==> src/rtl/baf_defines.svh <==
// Constants for the binary arithmetic and flag unit
`ifndef BAF_DEFINES_SVH
`define BAF_DEFINES_SVH

// Wishbone register byte offsets
`define BAF_REG_CTRL     8'h00
`define BAF_REG_OPA      8'h04
`define BAF_REG_OPB      8'h08
`define BAF_REG_RES      8'h0c
`define BAF_REG_FLAGS    8'h10
`define BAF_REG_ADDRCHK  8'h14

// Control register fields
`define BAF_CTRL_GO      0
`define BAF_CTRL_COND    1
`define BAF_CTRL_OP_LSB  4
`define BAF_CTRL_OP_MSB  6

// Flag register bit positions (special relay bits 25404, 25405, 25504 images)
`define BAF_FLAG_OVF     0
`define BAF_FLAG_UNF     1
`define BAF_FLAG_CARRY   2
`define BAF_FLAG_EQUAL   3
`define BAF_FLAG_NEG     4
`define BAF_FLAG_ERR     5
`define BAF_FLAG_BUSY    8

// Address check fields
`define BAF_ACHK_IND     16
`define BAF_ACHK_RESET   32'h0000_0000
`define BAF_DM_LIMIT     16'h1999

// Divider iteration count
`define BAF_DIV_STEPS    16

`endif

==> src/rtl/baf_pkg.sv <==
// Types for the binary arithmetic and flag unit
`default_nettype none
package baf_pkg;
    typedef enum logic [2:0] {
        BAF_OP_DIVU  = 3'h0,
        BAF_OP_ADDL  = 3'h1,
        BAF_OP_SUBL  = 3'h2,
        BAF_OP_MULS  = 3'h3,
        BAF_OP_ADDW  = 3'h4
    } baf_op_e;

    typedef enum logic [1:0] {
        BAF_ST_IDLE = 2'b00,
        BAF_ST_DIV  = 2'b01,
        BAF_ST_DONE = 2'b11
    } baf_state_e;

    typedef struct packed {
        logic error_flag;
        logic negative_flag;
        logic equal_flag;
        logic carry_flag;
        logic underflow_flag;
        logic overflow_flag;
    } baf_flags_s;
endpackage
`default_nettype wire

==> src/rtl/baf_divider.sv <==
// Iterative 16-bit unsigned restoring divider
`default_nettype none
`include "baf_defines.svh"
module baf_divider #(
    parameter int WIDTH = 16
) (
    input  wire logic             clk_i,
    input  wire logic             rst_i,
    input  wire logic             ce_i,
    input  wire logic             start_i,
    input  wire logic [WIDTH-1:0] dividend_word_i,
    input  wire logic [WIDTH-1:0] divisor_word_i,
    output logic                  done_o,
    output logic      [WIDTH-1:0] quotient_o,
    output logic      [WIDTH-1:0] remainder_o
);
    if (WIDTH != `BAF_DIV_STEPS) begin : g_width_check
        $error("baf_divider: WIDTH must equal step count");
    end

    logic [WIDTH-1:0] quo_q;
    logic [WIDTH:0]   rem_q;
    logic [WIDTH-1:0] dvs_q;
    logic [4:0]       cnt_q;
    logic             run_q;
    logic [WIDTH:0]   trial;

    assign trial       = {rem_q[WIDTH-1:0], quo_q[WIDTH-1]} - {1'b0, dvs_q};
    assign quotient_o  = quo_q;
    assign remainder_o = rem_q[WIDTH-1:0];

    // One quotient bit per cycle keeps the unit small at the cost of latency
    always_ff @(posedge clk_i) begin
        if (rst_i) begin
            quo_q  <= '0;
            rem_q  <= '0;
            dvs_q  <= '0;
            cnt_q  <= 5'h00;
            run_q  <= 1'b0;
            done_o <= 1'b0;
        end else if (ce_i) begin
            done_o <= 1'b0;
            if (start_i && !run_q) begin
                quo_q <= dividend_word_i;
                rem_q <= '0;
                dvs_q <= divisor_word_i;
                cnt_q <= 5'h00;
                run_q <= 1'b1;
            end else if (run_q) begin
                if (!trial[WIDTH]) begin
                    rem_q <= trial;
                    quo_q <= {quo_q[WIDTH-2:0], 1'b1};
                end else begin
                    rem_q <= {rem_q[WIDTH-1:0], quo_q[WIDTH-1]};
                    quo_q <= {quo_q[WIDTH-2:0], 1'b0};
                end
                cnt_q <= cnt_q + 5'h01;
                if (cnt_q == 5'(WIDTH - 1)) begin
                    run_q  <= 1'b0;
                    done_o <= 1'b1;
                end
            end
        end
    end
endmodule // baf_divider
`default_nettype wire

==> src/rtl/baf_unit.sv <==
// Binary arithmetic datapath with condition flags, Wishbone slave
//
// The implementer's own choices: the Wishbone interface to the registers and the register offsets.
`default_nettype none
`include "baf_defines.svh"
// How it works
// - Condition low means no operation; results and flags stay as they were.
// - Unsigned divide puts quotient in first word, remainder in second.
// - Divide and double add copy first result word bit 15 to negative.
// - Bad BCD indirect address or address past area end raises error.
// - Double add sums two 32-bit values plus carry; low word first.
// - Double add carry set when the sum passes FFFF FFFF, else cleared.
// - Double add and subtract flag overflow above 7FFF FFFF signed.
// - Double add and subtract flag underflow below 8000 0000 signed.
// - Equal flag set when divide quotient or add or subtract result is zero.
// - Double subtract takes subtrahend and carry from minuend; low word first.
// - Negative difference sets carry and stores its two's complement form.
// - Subtract carry set exactly when minuend is below subtrahend plus carry.
// - Subtract and multiply copy second result word bit 15 to negative.
// - Signed multiply of two 16-bit words, low half first, high half next.
// - Multiply equal flag set only for an all-zero 32-bit product.
// - Overflow, underflow and carry sit at fixed bits of the flag register.
// - Signed 32-bit values use two's complement over the full range.
// - Single-word add sets carry when the sum passes FFFF.
module baf_unit (
    input  wire logic        clk_i,
    input  wire logic        rst_i,
    input  wire logic        ce_i,
    input  wire logic        cyc_i,
    input  wire logic        stb_i,
    input  wire logic        we_i,
    input  wire logic [7:0]  adr_i,
    input  wire logic [3:0]  sel_i,
    input  wire logic [31:0] dat_i,
    output logic      [31:0] dat_o,
    output logic             ack_o,
    output logic             err_o,
    output logic      [15:0] result_lo_o,
    output logic      [15:0] result_hi_o,
    output baf_pkg::baf_flags_s flags_o,
    output logic             busy_o
);
    // ********************************
    // Bus slave
    // ********************************
    logic [31:0] ctrl_q;
    logic [31:0] opa_q;
    logic [31:0] opb_q;
    logic [31:0] achk_q;
    logic        go_q;
    logic        req;
    logic        wr;
    logic        known;
    logic [31:0] rdata;

    baf_pkg::baf_flags_s flags_q;
    baf_pkg::baf_state_e st_q;
    logic [15:0]         res_lo_q;
    logic [15:0]         res_hi_q;

    function automatic logic [31:0] merge(input logic [31:0] old, input logic [31:0] nw, input logic [3:0] be);
        logic [31:0] r;
        r = old;
        for (int i = 0; i < 4; i++) begin
            if (be[i]) r[i*8 +: 8] = nw[i*8 +: 8];
        end
        return r;
    endfunction

    function automatic logic addr_known(input logic [7:0] a);
        logic k;
        k = 1'b0;
        if (a == `BAF_REG_CTRL) k = 1'b1;
        else if (a == `BAF_REG_OPA) k = 1'b1;
        else if (a == `BAF_REG_OPB) k = 1'b1;
        else if (a == `BAF_REG_RES) k = 1'b1;
        else if (a == `BAF_REG_FLAGS) k = 1'b1;
        else if (a == `BAF_REG_ADDRCHK) k = 1'b1;
        return k;
    endfunction

    assign req   = cyc_i && stb_i && !ack_o && !err_o;
    assign known = addr_known(adr_i);
    assign wr    = req && we_i && known && ce_i;

    always_comb begin
        rdata = 32'h0000_0000;
        if (adr_i == `BAF_REG_CTRL) rdata = ctrl_q;
        else if (adr_i == `BAF_REG_OPA) rdata = opa_q;
        else if (adr_i == `BAF_REG_OPB) rdata = opb_q;
        else if (adr_i == `BAF_REG_RES) rdata = {res_hi_q, res_lo_q};
        else if (adr_i == `BAF_REG_FLAGS) rdata = {23'h000000, busy_o, 2'h0, flags_q};
        else if (adr_i == `BAF_REG_ADDRCHK) rdata = achk_q;
    end

    // Ack or error one cycle after the request; dropped the cycle after
    always_ff @(posedge clk_i) begin
        if (rst_i) begin
            ack_o <= 1'b0;
            err_o <= 1'b0;
            dat_o <= 32'h0000_0000;
        end else if (ce_i) begin
            ack_o <= req && known;
            err_o <= req && !known;
            if (req && !we_i) dat_o <= rdata;
        end
    end

    always_ff @(posedge clk_i) begin
        if (rst_i) begin
            ctrl_q <= 32'h0000_0000;
            opa_q  <= 32'h0000_0000;
            opb_q  <= 32'h0000_0000;
            achk_q <= `BAF_ACHK_RESET;
        end else if (wr) begin
            if (adr_i == `BAF_REG_CTRL) ctrl_q <= merge(ctrl_q, dat_i, sel_i) & 32'hffff_fffe;
            else if (adr_i == `BAF_REG_OPA) opa_q <= merge(opa_q, dat_i, sel_i);
            else if (adr_i == `BAF_REG_OPB) opb_q <= merge(opb_q, dat_i, sel_i);
            else if (adr_i == `BAF_REG_ADDRCHK) achk_q <= merge(achk_q, dat_i, sel_i);
        end
    end

    // Go is a pulse; a go bit written while busy is dropped, the rest of the write is kept
    always_ff @(posedge clk_i) begin
        if (rst_i) go_q <= 1'b0;
        else if (ce_i) go_q <= wr && adr_i == `BAF_REG_CTRL && sel_i[0] && dat_i[`BAF_CTRL_GO]
                               && st_q == baf_pkg::BAF_ST_IDLE;
    end

    // ********************************
    // Arithmetic
    // ********************************
    baf_pkg::baf_op_e op;
    logic        cond;
    logic        cin;
    logic [32:0] add_full;
    logic [32:0] sub_full;
    logic [16:0] addw_full;
    logic [31:0] prod;
    logic        add_ov;
    logic        add_un;
    logic        sub_ov;
    logic        sub_un;
    logic        addr_bad;
    logic        div_start;
    logic        div_done;
    logic [15:0] div_quo;
    logic [15:0] div_rem;

    assign op   = baf_pkg::baf_op_e'(ctrl_q[`BAF_CTRL_OP_MSB:`BAF_CTRL_OP_LSB]);
    assign cond = ctrl_q[`BAF_CTRL_COND];
    assign cin  = flags_q.carry_flag;

    function automatic logic bcd_ok(input logic [15:0] w);
        logic ok;
        ok = 1'b1;
        for (int i = 0; i < 4; i++) begin
            if (w[i*4 +: 4] > 4'h9) ok = 1'b0;
        end
        return ok;
    endfunction

    // Indirect address check on the word given in the check register
    assign addr_bad = achk_q[`BAF_ACHK_IND] && (!bcd_ok(achk_q[15:0]) || achk_q[15:0] > `BAF_DM_LIMIT);

    assign add_full  = {1'b0, opa_q} + {1'b0, opb_q} + {32'h0000_0000, cin};
    assign sub_full  = {1'b0, opa_q} - {1'b0, opb_q} - {32'h0000_0000, cin};
    assign addw_full = {1'b0, opa_q[15:0]} + {1'b0, opb_q[15:0]} + {16'h0000, cin};
    // Operands widened first so the product keeps all 32 bits
    assign prod      = $signed({{16{opa_q[15]}}, opa_q[15:0]}) * $signed({{16{opb_q[15]}}, opb_q[15:0]});
    // Sign-based range tests on the wrapped 32-bit result
    assign add_ov = !opa_q[31] && !opb_q[31] && add_full[31];
    assign add_un = opa_q[31] && opb_q[31] && !add_full[31];
    assign sub_ov = !opa_q[31] && opb_q[31] && sub_full[31];
    assign sub_un = opa_q[31] && !opb_q[31] && !sub_full[31];

    assign div_start = go_q && cond && op == baf_pkg::BAF_OP_DIVU && opb_q[15:0] != 16'h0000 && !addr_bad;

    baf_divider #(
        .WIDTH(16)
    ) u_div (
        .clk_i          (clk_i),
        .rst_i          (rst_i),
        .ce_i           (ce_i),
        .start_i        (div_start),
        .dividend_word_i(opa_q[15:0]),
        .divisor_word_i (opb_q[15:0]),
        .done_o         (div_done),
        .quotient_o     (div_quo),
        .remainder_o    (div_rem)
    );

    // ********************************
    // Sequencer and result update
    // ********************************
    always_ff @(posedge clk_i) begin
        if (rst_i) begin
            st_q <= baf_pkg::BAF_ST_IDLE;
        end else if (ce_i) begin
            case (st_q)
                baf_pkg::BAF_ST_IDLE: if (div_start) st_q <= baf_pkg::BAF_ST_DIV;
                baf_pkg::BAF_ST_DIV:  if (div_done) st_q <= baf_pkg::BAF_ST_DONE;
                baf_pkg::BAF_ST_DONE: st_q <= baf_pkg::BAF_ST_IDLE;
                default:              st_q <= baf_pkg::BAF_ST_IDLE;
            endcase
        end
    end

    assign busy_o = st_q != baf_pkg::BAF_ST_IDLE;

    always_ff @(posedge clk_i) begin
        if (rst_i) begin
            res_lo_q <= 16'h0000;
            res_hi_q <= 16'h0000;
            flags_q  <= '0;
        end else if (ce_i) begin
            if (div_done) begin
                res_lo_q               <= div_quo;
                res_hi_q               <= div_rem;
                flags_q.error_flag     <= 1'b0;
                flags_q.equal_flag     <= div_quo == 16'h0000;
                flags_q.negative_flag  <= div_quo[15];
            end else if (go_q && cond) begin
                if (addr_bad) begin
                    flags_q.error_flag <= 1'b1;
                end else begin
                    case (op)
                        baf_pkg::BAF_OP_DIVU: begin
                            if (opb_q[15:0] == 16'h0000) flags_q.error_flag <= 1'b1;
                        end
                        baf_pkg::BAF_OP_ADDL: begin
                            {res_hi_q, res_lo_q}   <= add_full[31:0];
                            flags_q.carry_flag     <= add_full[32];
                            flags_q.overflow_flag  <= add_ov;
                            flags_q.underflow_flag <= add_un;
                            flags_q.equal_flag     <= add_full[31:0] == 32'h0000_0000;
                            flags_q.negative_flag  <= add_full[15];
                            flags_q.error_flag     <= 1'b0;
                        end
                        baf_pkg::BAF_OP_SUBL: begin
                            {res_hi_q, res_lo_q}   <= sub_full[31:0];
                            flags_q.carry_flag     <= sub_full[32];
                            flags_q.overflow_flag  <= sub_ov;
                            flags_q.underflow_flag <= sub_un;
                            flags_q.equal_flag     <= sub_full[31:0] == 32'h0000_0000;
                            flags_q.negative_flag  <= sub_full[31];
                            flags_q.error_flag     <= 1'b0;
                        end
                        baf_pkg::BAF_OP_MULS: begin
                            {res_hi_q, res_lo_q}   <= prod;
                            flags_q.equal_flag     <= prod == 32'h0000_0000;
                            flags_q.negative_flag  <= prod[31];
                            flags_q.error_flag     <= 1'b0;
                        end
                        baf_pkg::BAF_OP_ADDW: begin
                            res_lo_q               <= addw_full[15:0];
                            flags_q.carry_flag     <= addw_full[16];
                            flags_q.equal_flag     <= addw_full[15:0] == 16'h0000;
                            flags_q.negative_flag  <= addw_full[15];
                            flags_q.error_flag     <= 1'b0;
                        end
                        default: flags_q.error_flag <= 1'b1;
                    endcase
                end
            end
        end
    end

    // Flag bits live at fixed positions of the flag register
    assign flags_o     = flags_q;
    assign result_lo_o = res_lo_q;
    assign result_hi_o = res_hi_q;

    // ********************************
    // Checks
    // ********************************
    // Operation that really executes at this edge
    logic run_now;
    assign run_now = ce_i && go_q && cond && !addr_bad;
endmodule // baf_unit
`default_nettype wire

==> config.mk <==
export PLATFORM = sky130hd
export DESIGN_NAME = baf_unit
export DESIGN_NICKNAME = d
export VERILOG_FILES = /design/src/rtl/baf_pkg.sv /design/src/rtl/baf_divider.sv /design/src/rtl/baf_unit.sv
export VERILOG_INCLUDE_DIRS = /design/src /design/src/rtl
export SDC_FILE = /design/constraint.sdc
export NUM_CORES = 2
export LEC_CHECK = 0
export BUFFER_PORTS_ARGS = -buffer_cell sky130_fd_sc_hd__buf_2
export CORE_AREA = 2 2 203 304
export DETAILED_ROUTE_END_ITERATION = 10
export DIE_AREA = 0 0 205 306
export PLACE_DENSITY = 0.65
export SYNTH_ARGS = -nofsm -noshare
export SYNTH_HDL_FRONTEND = slang
export SYNTH_SLANG_ARGS = --single-unit
==> constraint.sdc <==
create_clock -name clk_i -period 7.8 [get_ports clk_i]
set_input_delay 1.56 -clock clk_i [delete_from_list [all_inputs] [get_ports clk_i]]
set_output_delay 1.56 -clock clk_i [all_outputs]
set_load 0.05 [all_outputs]
### Word-level counts from Yosys, hierarchy flattened

Cells that the tools add are included.

* add/sub/neg operators: 8
* multipliers: 1
* order comparisons: 5
* equal/unequal tests: 15
* muxes and demuxes: 50
* bitwise gates (word level): 5
* reduce and logical (&&, ||, !) cells: 82

Operator list (number)
* 32-bit two-way mux: 6
* 16-bit two-way mux: 11
* 32-bit zero test: 3
* 16-bit one-hot mux with 4 select lines: 1
* 16-bit zero test: 3
* 16-bit one-hot mux with 3 select lines: 1
* 32-bit by 32-bit adder with 33-bit output: 1
* 33-bit by 1-bit adder with 33-bit output: 1
* 32-bit by 32-bit subtractor with 33-bit output: 1
* 33-bit by 1-bit subtractor with 33-bit output: 1
* 16-bit by 16-bit multiplier with 32-bit output: 1
* 5-bit AND reduction: 6
* 1-bit logical AND: 27
* 4-bit AND reduction: 6
* 6-bit AND reduction: 4
* 1-bit two-way mux: 19
* 3-bit AND reduction: 6
* 16-bit by 16-bit adder with 17-bit output: 1
* 17-bit by 1-bit adder with 17-bit output: 1
* 17-bit by 16-bit subtractor with 17-bit output: 1
* 8-bit by 4-bit == test with 1-bit output, second input constant: 2
* 8-bit by 5-bit == test with 1-bit output, second input constant: 2
* 16-bit by 13-bit greater-than comparator with 1-bit output, second input constant: 1
* 4-bit greater-than comparator, second input constant: 4
* 30 further kinds: 56

* flip-flop bits (word level): 257
* bits of input ports: 50
* output and inout port bits: 73
* word-level logic and storage cells: 201

### Depth between registers and ports, before layout

* depth in word-level cells: 13
* depth in mapped cells: 29
* depth with buffers taken out: 26

### By module

From an unflattened synthesis, not the netlist that was laid out.

* cells, all modules: 3335
* area total of the unflattened synthesis: 26820.7 um2

Modules (own cells, without submodules)
* baf_unit: times used 1, cells an instance 2951, area each 23638.9 um2, seq. area each 4043.9 um2
* baf_divider: times used 1, cells an instance 384, area each 3181.8 um2, seq. area each 1101.1 um2

### Least setup slack after synthesis

No wires, ideal clock.

* path kind: register -> register
* from: register opa_q[15]
* to: register flags_q (netlist bit flags_o[3])
* setup time: 0.079 ns
* data arrival time: 7.298 ns
* required time: 7.721 ns
* slack: 0.423 ns
* cell stages (with the launch flop): 26
* buffers on the path: 2
* clock period less this slack: 7.377 ns
* cells stage by stage: dfxtp_1 > clkbuf_1 > clkbuf_1 > nand2_1 > inv_1 > fa_1 > fa_1 > fa_1 > fa_1 > fa_1 > inv_1 > fa_1 > inv_1 > ha_1 > a21oi_2 > o21bai_1 > a21oi_2 > nor2_1 > or4_1 > or4_1 > nor2_1 > and4_1 > nand4b_1 > nor4b_1 > o2111ai_1 > a211oi_2

* word-level cells in the longest chain between the ends: 7
* elaborated cells between the ends (all ways): 15
* those cells by class: 6 x add/sub; 1 x mul; 4 x mux; 4 x reduce/logical

Ends and longest elaborated chain
* start, declared: line baf_unit.sv:47 `logic [31:0] opa_q;`
* start signal, assigned: line baf_unit.sv:117 `` else if (adr_i == `BAF_REG_OPA) opa_q <= merge(opa_q, dat_i, sel_i); ``
* 32-bit by 32-bit subtractor with 33-bit output, or another cell as far along: line baf_unit.sv:167 `assign sub_full = {1'b0, opa_q} - {1'b0, opb_q} - {32'h0000_0000, cin};`
* 33-bit by 1-bit subtractor with 33-bit output, or another cell as far along: line baf_unit.sv:167
* 32-bit zero test, or another cell as far along: line baf_unit.sv:245 `flags_q.equal_flag <= sub_full[31:0] == 32'h0000_0000;`
* 2-bit one-hot mux with 4 select lines (*): line baf_unit.sv:227 `case (op)`
* 5-bit two-way mux (*): line baf_unit.sv:224 `if (addr_bad) begin`
* 6-bit two-way mux (*): line baf_unit.sv:223 `end else if (go_q && cond) begin`
* 3-bit two-way mux (*): line baf_unit.sv:217 `if (div_done) begin`
* end, declared: line baf_unit.sv:56 `baf_pkg::baf_flags_s flags_q;`

Mark *: on every way between the ends. The rest lies on a longest branch, timed or not. The select of a mux whose other input is x is not followed.
A chain may end at the register's enable or synchronous reset.

### Worst setup path in the final report

* from: register opb_q[13]
* to: register flags_q (netlist bit flags_o[3])

* word-level cells in the longest chain between the ends: 7
* elaborated cells between the ends (all ways): 15
* those cells by class: 6 x add/sub; 1 x mul; 4 x mux; 4 x reduce/logical

Ends and longest elaborated chain
* start, declared: line baf_unit.sv:48 `logic [31:0] opb_q;`
* start signal, assigned: line baf_unit.sv:118 `` else if (adr_i == `BAF_REG_OPB) opb_q <= merge(opb_q, dat_i, sel_i); ``
* 32-bit by 32-bit subtractor with 33-bit output, or another cell as far along: line baf_unit.sv:167
* 33-bit by 1-bit subtractor with 33-bit output, or another cell as far along: line baf_unit.sv:167
* 32-bit zero test, or another cell as far along: line baf_unit.sv:245
* 2-bit one-hot mux with 4 select lines (*): line baf_unit.sv:227
* 5-bit two-way mux (*): line baf_unit.sv:224
* 6-bit two-way mux (*): line baf_unit.sv:223
* 3-bit two-way mux (*): line baf_unit.sv:217

Marked as above.

==> flow_metrics.env <==
export IMPL_num_vias=24300
export IMPL_viasPerCell=5.80
export IMPL_grt_pass1_vias=24200
export IMPL_p_sw_frac=0.254
export IMPL_synth_most_common_cell="inv_1"
export IMPL_dp_cells=4149
export IMPL_layout_drive_gt1_share=0.0988
export IMPL_stdcell_count=4196
export IMPL_clockBufferDepth=3
export IMPL_placed_cell_area_sq_um=28400
export IMPL_synth_cell_area_sq_um=26800
export IMPL_worstPathMaxFanout=15
export IMPL_syn_instance_count=3339
export IMPL_syn_num_nets=3854
export IMPL_n_fill_cell=6010
export IMPL_grt_max_degree=100
export IMPL_cts_sinks=257
export IMPL_hold_class="flop to flop"
export IMPL_clkTransAtPathRegs_ns=0.07
export IMPL_finalSetupViolCount=0
export IMPL_ys_types=98
export IMPL_slew_headroom=0.285
export IMPL_hold_ws_ns=0.454
export IMPL_cts_made_buffers=25
export IMPL_overflow=0
export IMPL_ant_nets=0
export IMPL_start_util=0.446
export IMPL_required_ns=8.31
export IMPL_r2r_start="opb_q[13]$_SDFFE_PP0P_"
export IMPL_post_cts_buffers=0
export IMPL_grt_usage=0.298
export IMPL_fin_setup_tns_ns=0
export IMPL_fin_worst_skew_ns=0.0423
export IMPL_core_area_sq_um=60000
export IMPL_synth_commonest_cells="inv_1 (439), nand2_1 (421), a21oi_1 (276), fa_1 (267), dfxtp_1 (257)"
export IMPL_syn_to_final_growth_pct=9.27
export IMPL_yosysWarnings=0
export IMPL_report_power_total_mw=2.69
export IMPL_max_clock_freq_mhz=135
export IMPL_pwr_share_comb=0.044
export IMPL_leakagePower_nw=13.0
export IMPL_p_int_mw=2.01
export IMPL_portBuffers=122
export IMPL_ys_flop_type="dfxtp_1"
export IMPL_synth_top_cells_by_area="fa_1 (20%), dfxtp_1 (19%), ha_1 (9.2%)"
export IMPL_critPathLaunchType="flop"
export IMPL_hold_viol_final=0
export IMPL_gp_congestion=0.994
export IMPL_wl_microns=94000
export IMPL_avgSynthCellArea_sq_um=8.02
export IMPL_ir_worst_vdd_mv=0.206
export IMPL_power_density_nw_per_um2=92.1
export IMPL_fin_crit_ns=7.42
export IMPL_p_clk_frac=0.466
export IMPL_setup_ws_ns=0.381
export IMPL_insertion_delay_ns=0.59
export IMPL_hold_start="ctrl_q[27]$_SDFFE_PP0P_"
export IMPL_hpwlAfterDp_microns=76600
export IMPL_antenna_found_initial=5
export IMPL_dieWidth_microns=205
export IMPL_slew_viol_final=0
export IMPL_final_core_util=0.488
export IMPL_cp_cell_sequence="and2_1, fa_1, fa_1, fa_1, fa_1, fa_1, inv_1, fa_1, inv_1, ha_1, and3_1, nand4_1, or2_0, a21oi_1, o21bai_1, mux2_2, a221oi_1, nand4b_1, nor4b_1, o2111ai_1, a211oi_2"
export IMPL_die_h_microns=306
export IMPL_wire_per_inst_microns=22.4
export IMPL_end_kind="flop"
export IMPL_arrival_ns=7.93
export IMPL_critPathLaunch="opb_q[13]$_SDFFE_PP0P_"
export IMPL_crit_slowest_cell="dfxtp_1"
export IMPL_cpPeakStageDelay_ns=0.79
export IMPL_ys_seq_area_frac=0.192
export IMPL_rows=110
export IMPL_finalCritPeriodShare=0.951
export IMPL_critPathKind="flop to flop"
export IMPL_seqPwrFrac=0.490
export IMPL_dp_slack_ns=0.269
export IMPL_drt_first_pass_iters=8
export IMPL_p_sw_mw=0.686
export IMPL_drc_errors=0
export IMPL_ys_seq_elements=257
export IMPL_status="completed"
export IMPL_async_reset_ff_frac=0
export IMPL_rsz0062_at_grt="no"
export IMPL_drv_cap=0
export IMPL_cts_tree="done"
export IMPL_synth_top_area_cell="fa_1"
export IMPL_synth_edf_count=0
export IMPL_cts_max_level=1
export IMPL_final_area_sq_um=29300
export IMPL_nets=3907
export IMPL_first_iter_violations=1720
export IMPL_pin_count=123
export IMPL_crit_top_cell="fa_1"
export IMPL_synth_top_cell_area_share=0.200
export IMPL_cts_root_buf="clkbuf_16"
export IMPL_die_area_sq_um=62700
export IMPL_worst_pin_slew_ns=1.07
export IMPL_grt_pass1_wl_microns=144000
export IMPL_register_area_sq_um=5160
export IMPL_multi_input_area_sq_um=19300
==> power by group through the flow <==
stage | combinational (mW) | clock (mW) | sequential [mW]
2_1_floorplan | 0.0545 | 0 | 1.36
3_3_place_gp | 0.117 | 0 | 1.35
3_5_place_dp | 0.117 | 0 | 1.35
4_1_cts | 0.117 | 1.27 | 1.32
5_1_grt | 0.125 | 1.31 | 1.32
6_report | 0.119 | 1.26 | 1.32
==> critical path, delay by kind of cell (launching register included) <==
family | cells | cell delay, ns
fa+ha+maj | 7 | 3.42
simple gates | 6 | 1.46
compound gates | 5 | 1.26
flops | 1 | 0.79
mux | 1 | 0.30
buf+inv | 2 | 0.09
==> cells in the final DEF, fill, tap and decap left out, types with 10 or more instances in the layout <==
master / instances
inv_1: 438
nand2_1: 421
a21oi_1: 275
fa_1: 267
dfxtp_1: 247
nor2_1: 220
ha_1: 198
nand3_1: 152
buf_2: 121
and2_1: 108
o21ai_0: 97
buf_4: 91
a211oi_1: 79
xnor2_1: 69
mux2i_1: 58
nor3_1: 53
xor2_1: 29
a22o_1: 28
clkbuf_16: 25
o211ai_1: 24
nor2b_1: 23
a221oi_1: 20
a21o_1: 18
mux2_2: 16
a222oi_1: 16
a31oi_1: 15
nand2b_1: 14
nand4_1: 13
or3_1: 13
nor4_1: 13
o21a_1: 13
o21bai_1: 12
o21ai_1: 12
o31ai_1: 11
dfxtp_2: 10
==> timing repair <==
| action | in CTS | in global routing |
|---|---|---|
| gates resized for setup | 0 | 9 |
| hold endpoints to repair | 0 | 0 |
| hold buffers | 0 | 0 |
| setup endpoints to repair | 0 | 3 |
==> state kept, by name, indices dropped and copies added, names as in the netlist, 31 cells and up <==
signal / cells
opb_q: 32
achk_q: 32
opa_q: 32
dat_o: 32
ctrl_q: 31
==> cells by family after synthesis <==
kind of cell,count (synthesis),synth area share
AND/OR/NAND/NOR,1106,0.192
AO/OA/AOI/OAI,711,0.174
buffers and inverters,628,0.0892
adder cells (fa/ha/maj),465,0.292
flip-flops,257,0.192
XOR/XNOR,98,0.0320
multiplexers,74,0.0284
==> layout make-up <==
| class | instances | area share |
|---|---|---|
| Multi-Input combinational cell | 2454 | 0.661 |
| Sequential cell | 257 | 0.176 |
| Inverter | 440 | 0.0564 |
| Timing Repair Buffer | 214 | 0.0451 |
| Tap cell | 784 | 0.0335 |
| Clock buffer | 36 | 0.0252 |
| Clock inverter | 10 | 0.00291 |
| Antenna cell | 1 | 0.0000855 |
==> metal layers <==
layer	wire, microns	part of all wire	track usage
met5	28	0.00030	0
met4	6290	0.067	0.174
met3	5760	0.061	0.0339
met2	46400	0.49	0.519
met1	35600	0.38	0.353
==> worst paths after layout <==
path | to | slack [ns] | cells past startpoint
worst max-delay path | flags_o[3]$_SDFFE_PP0P_ | 0.38 | 21
worst min register to register | ctrl_q[27]$_SDFFE_PP0P_ | 0.45 | 2
worst min-delay path | ctrl_q[27]$_SDFFE_PP0P_ | 0.45 | 2
worst max register to register | flags_o[3]$_SDFFE_PP0P_ | 0.38 | 21
Note: power is estimated with default switching activity, not from simulation.
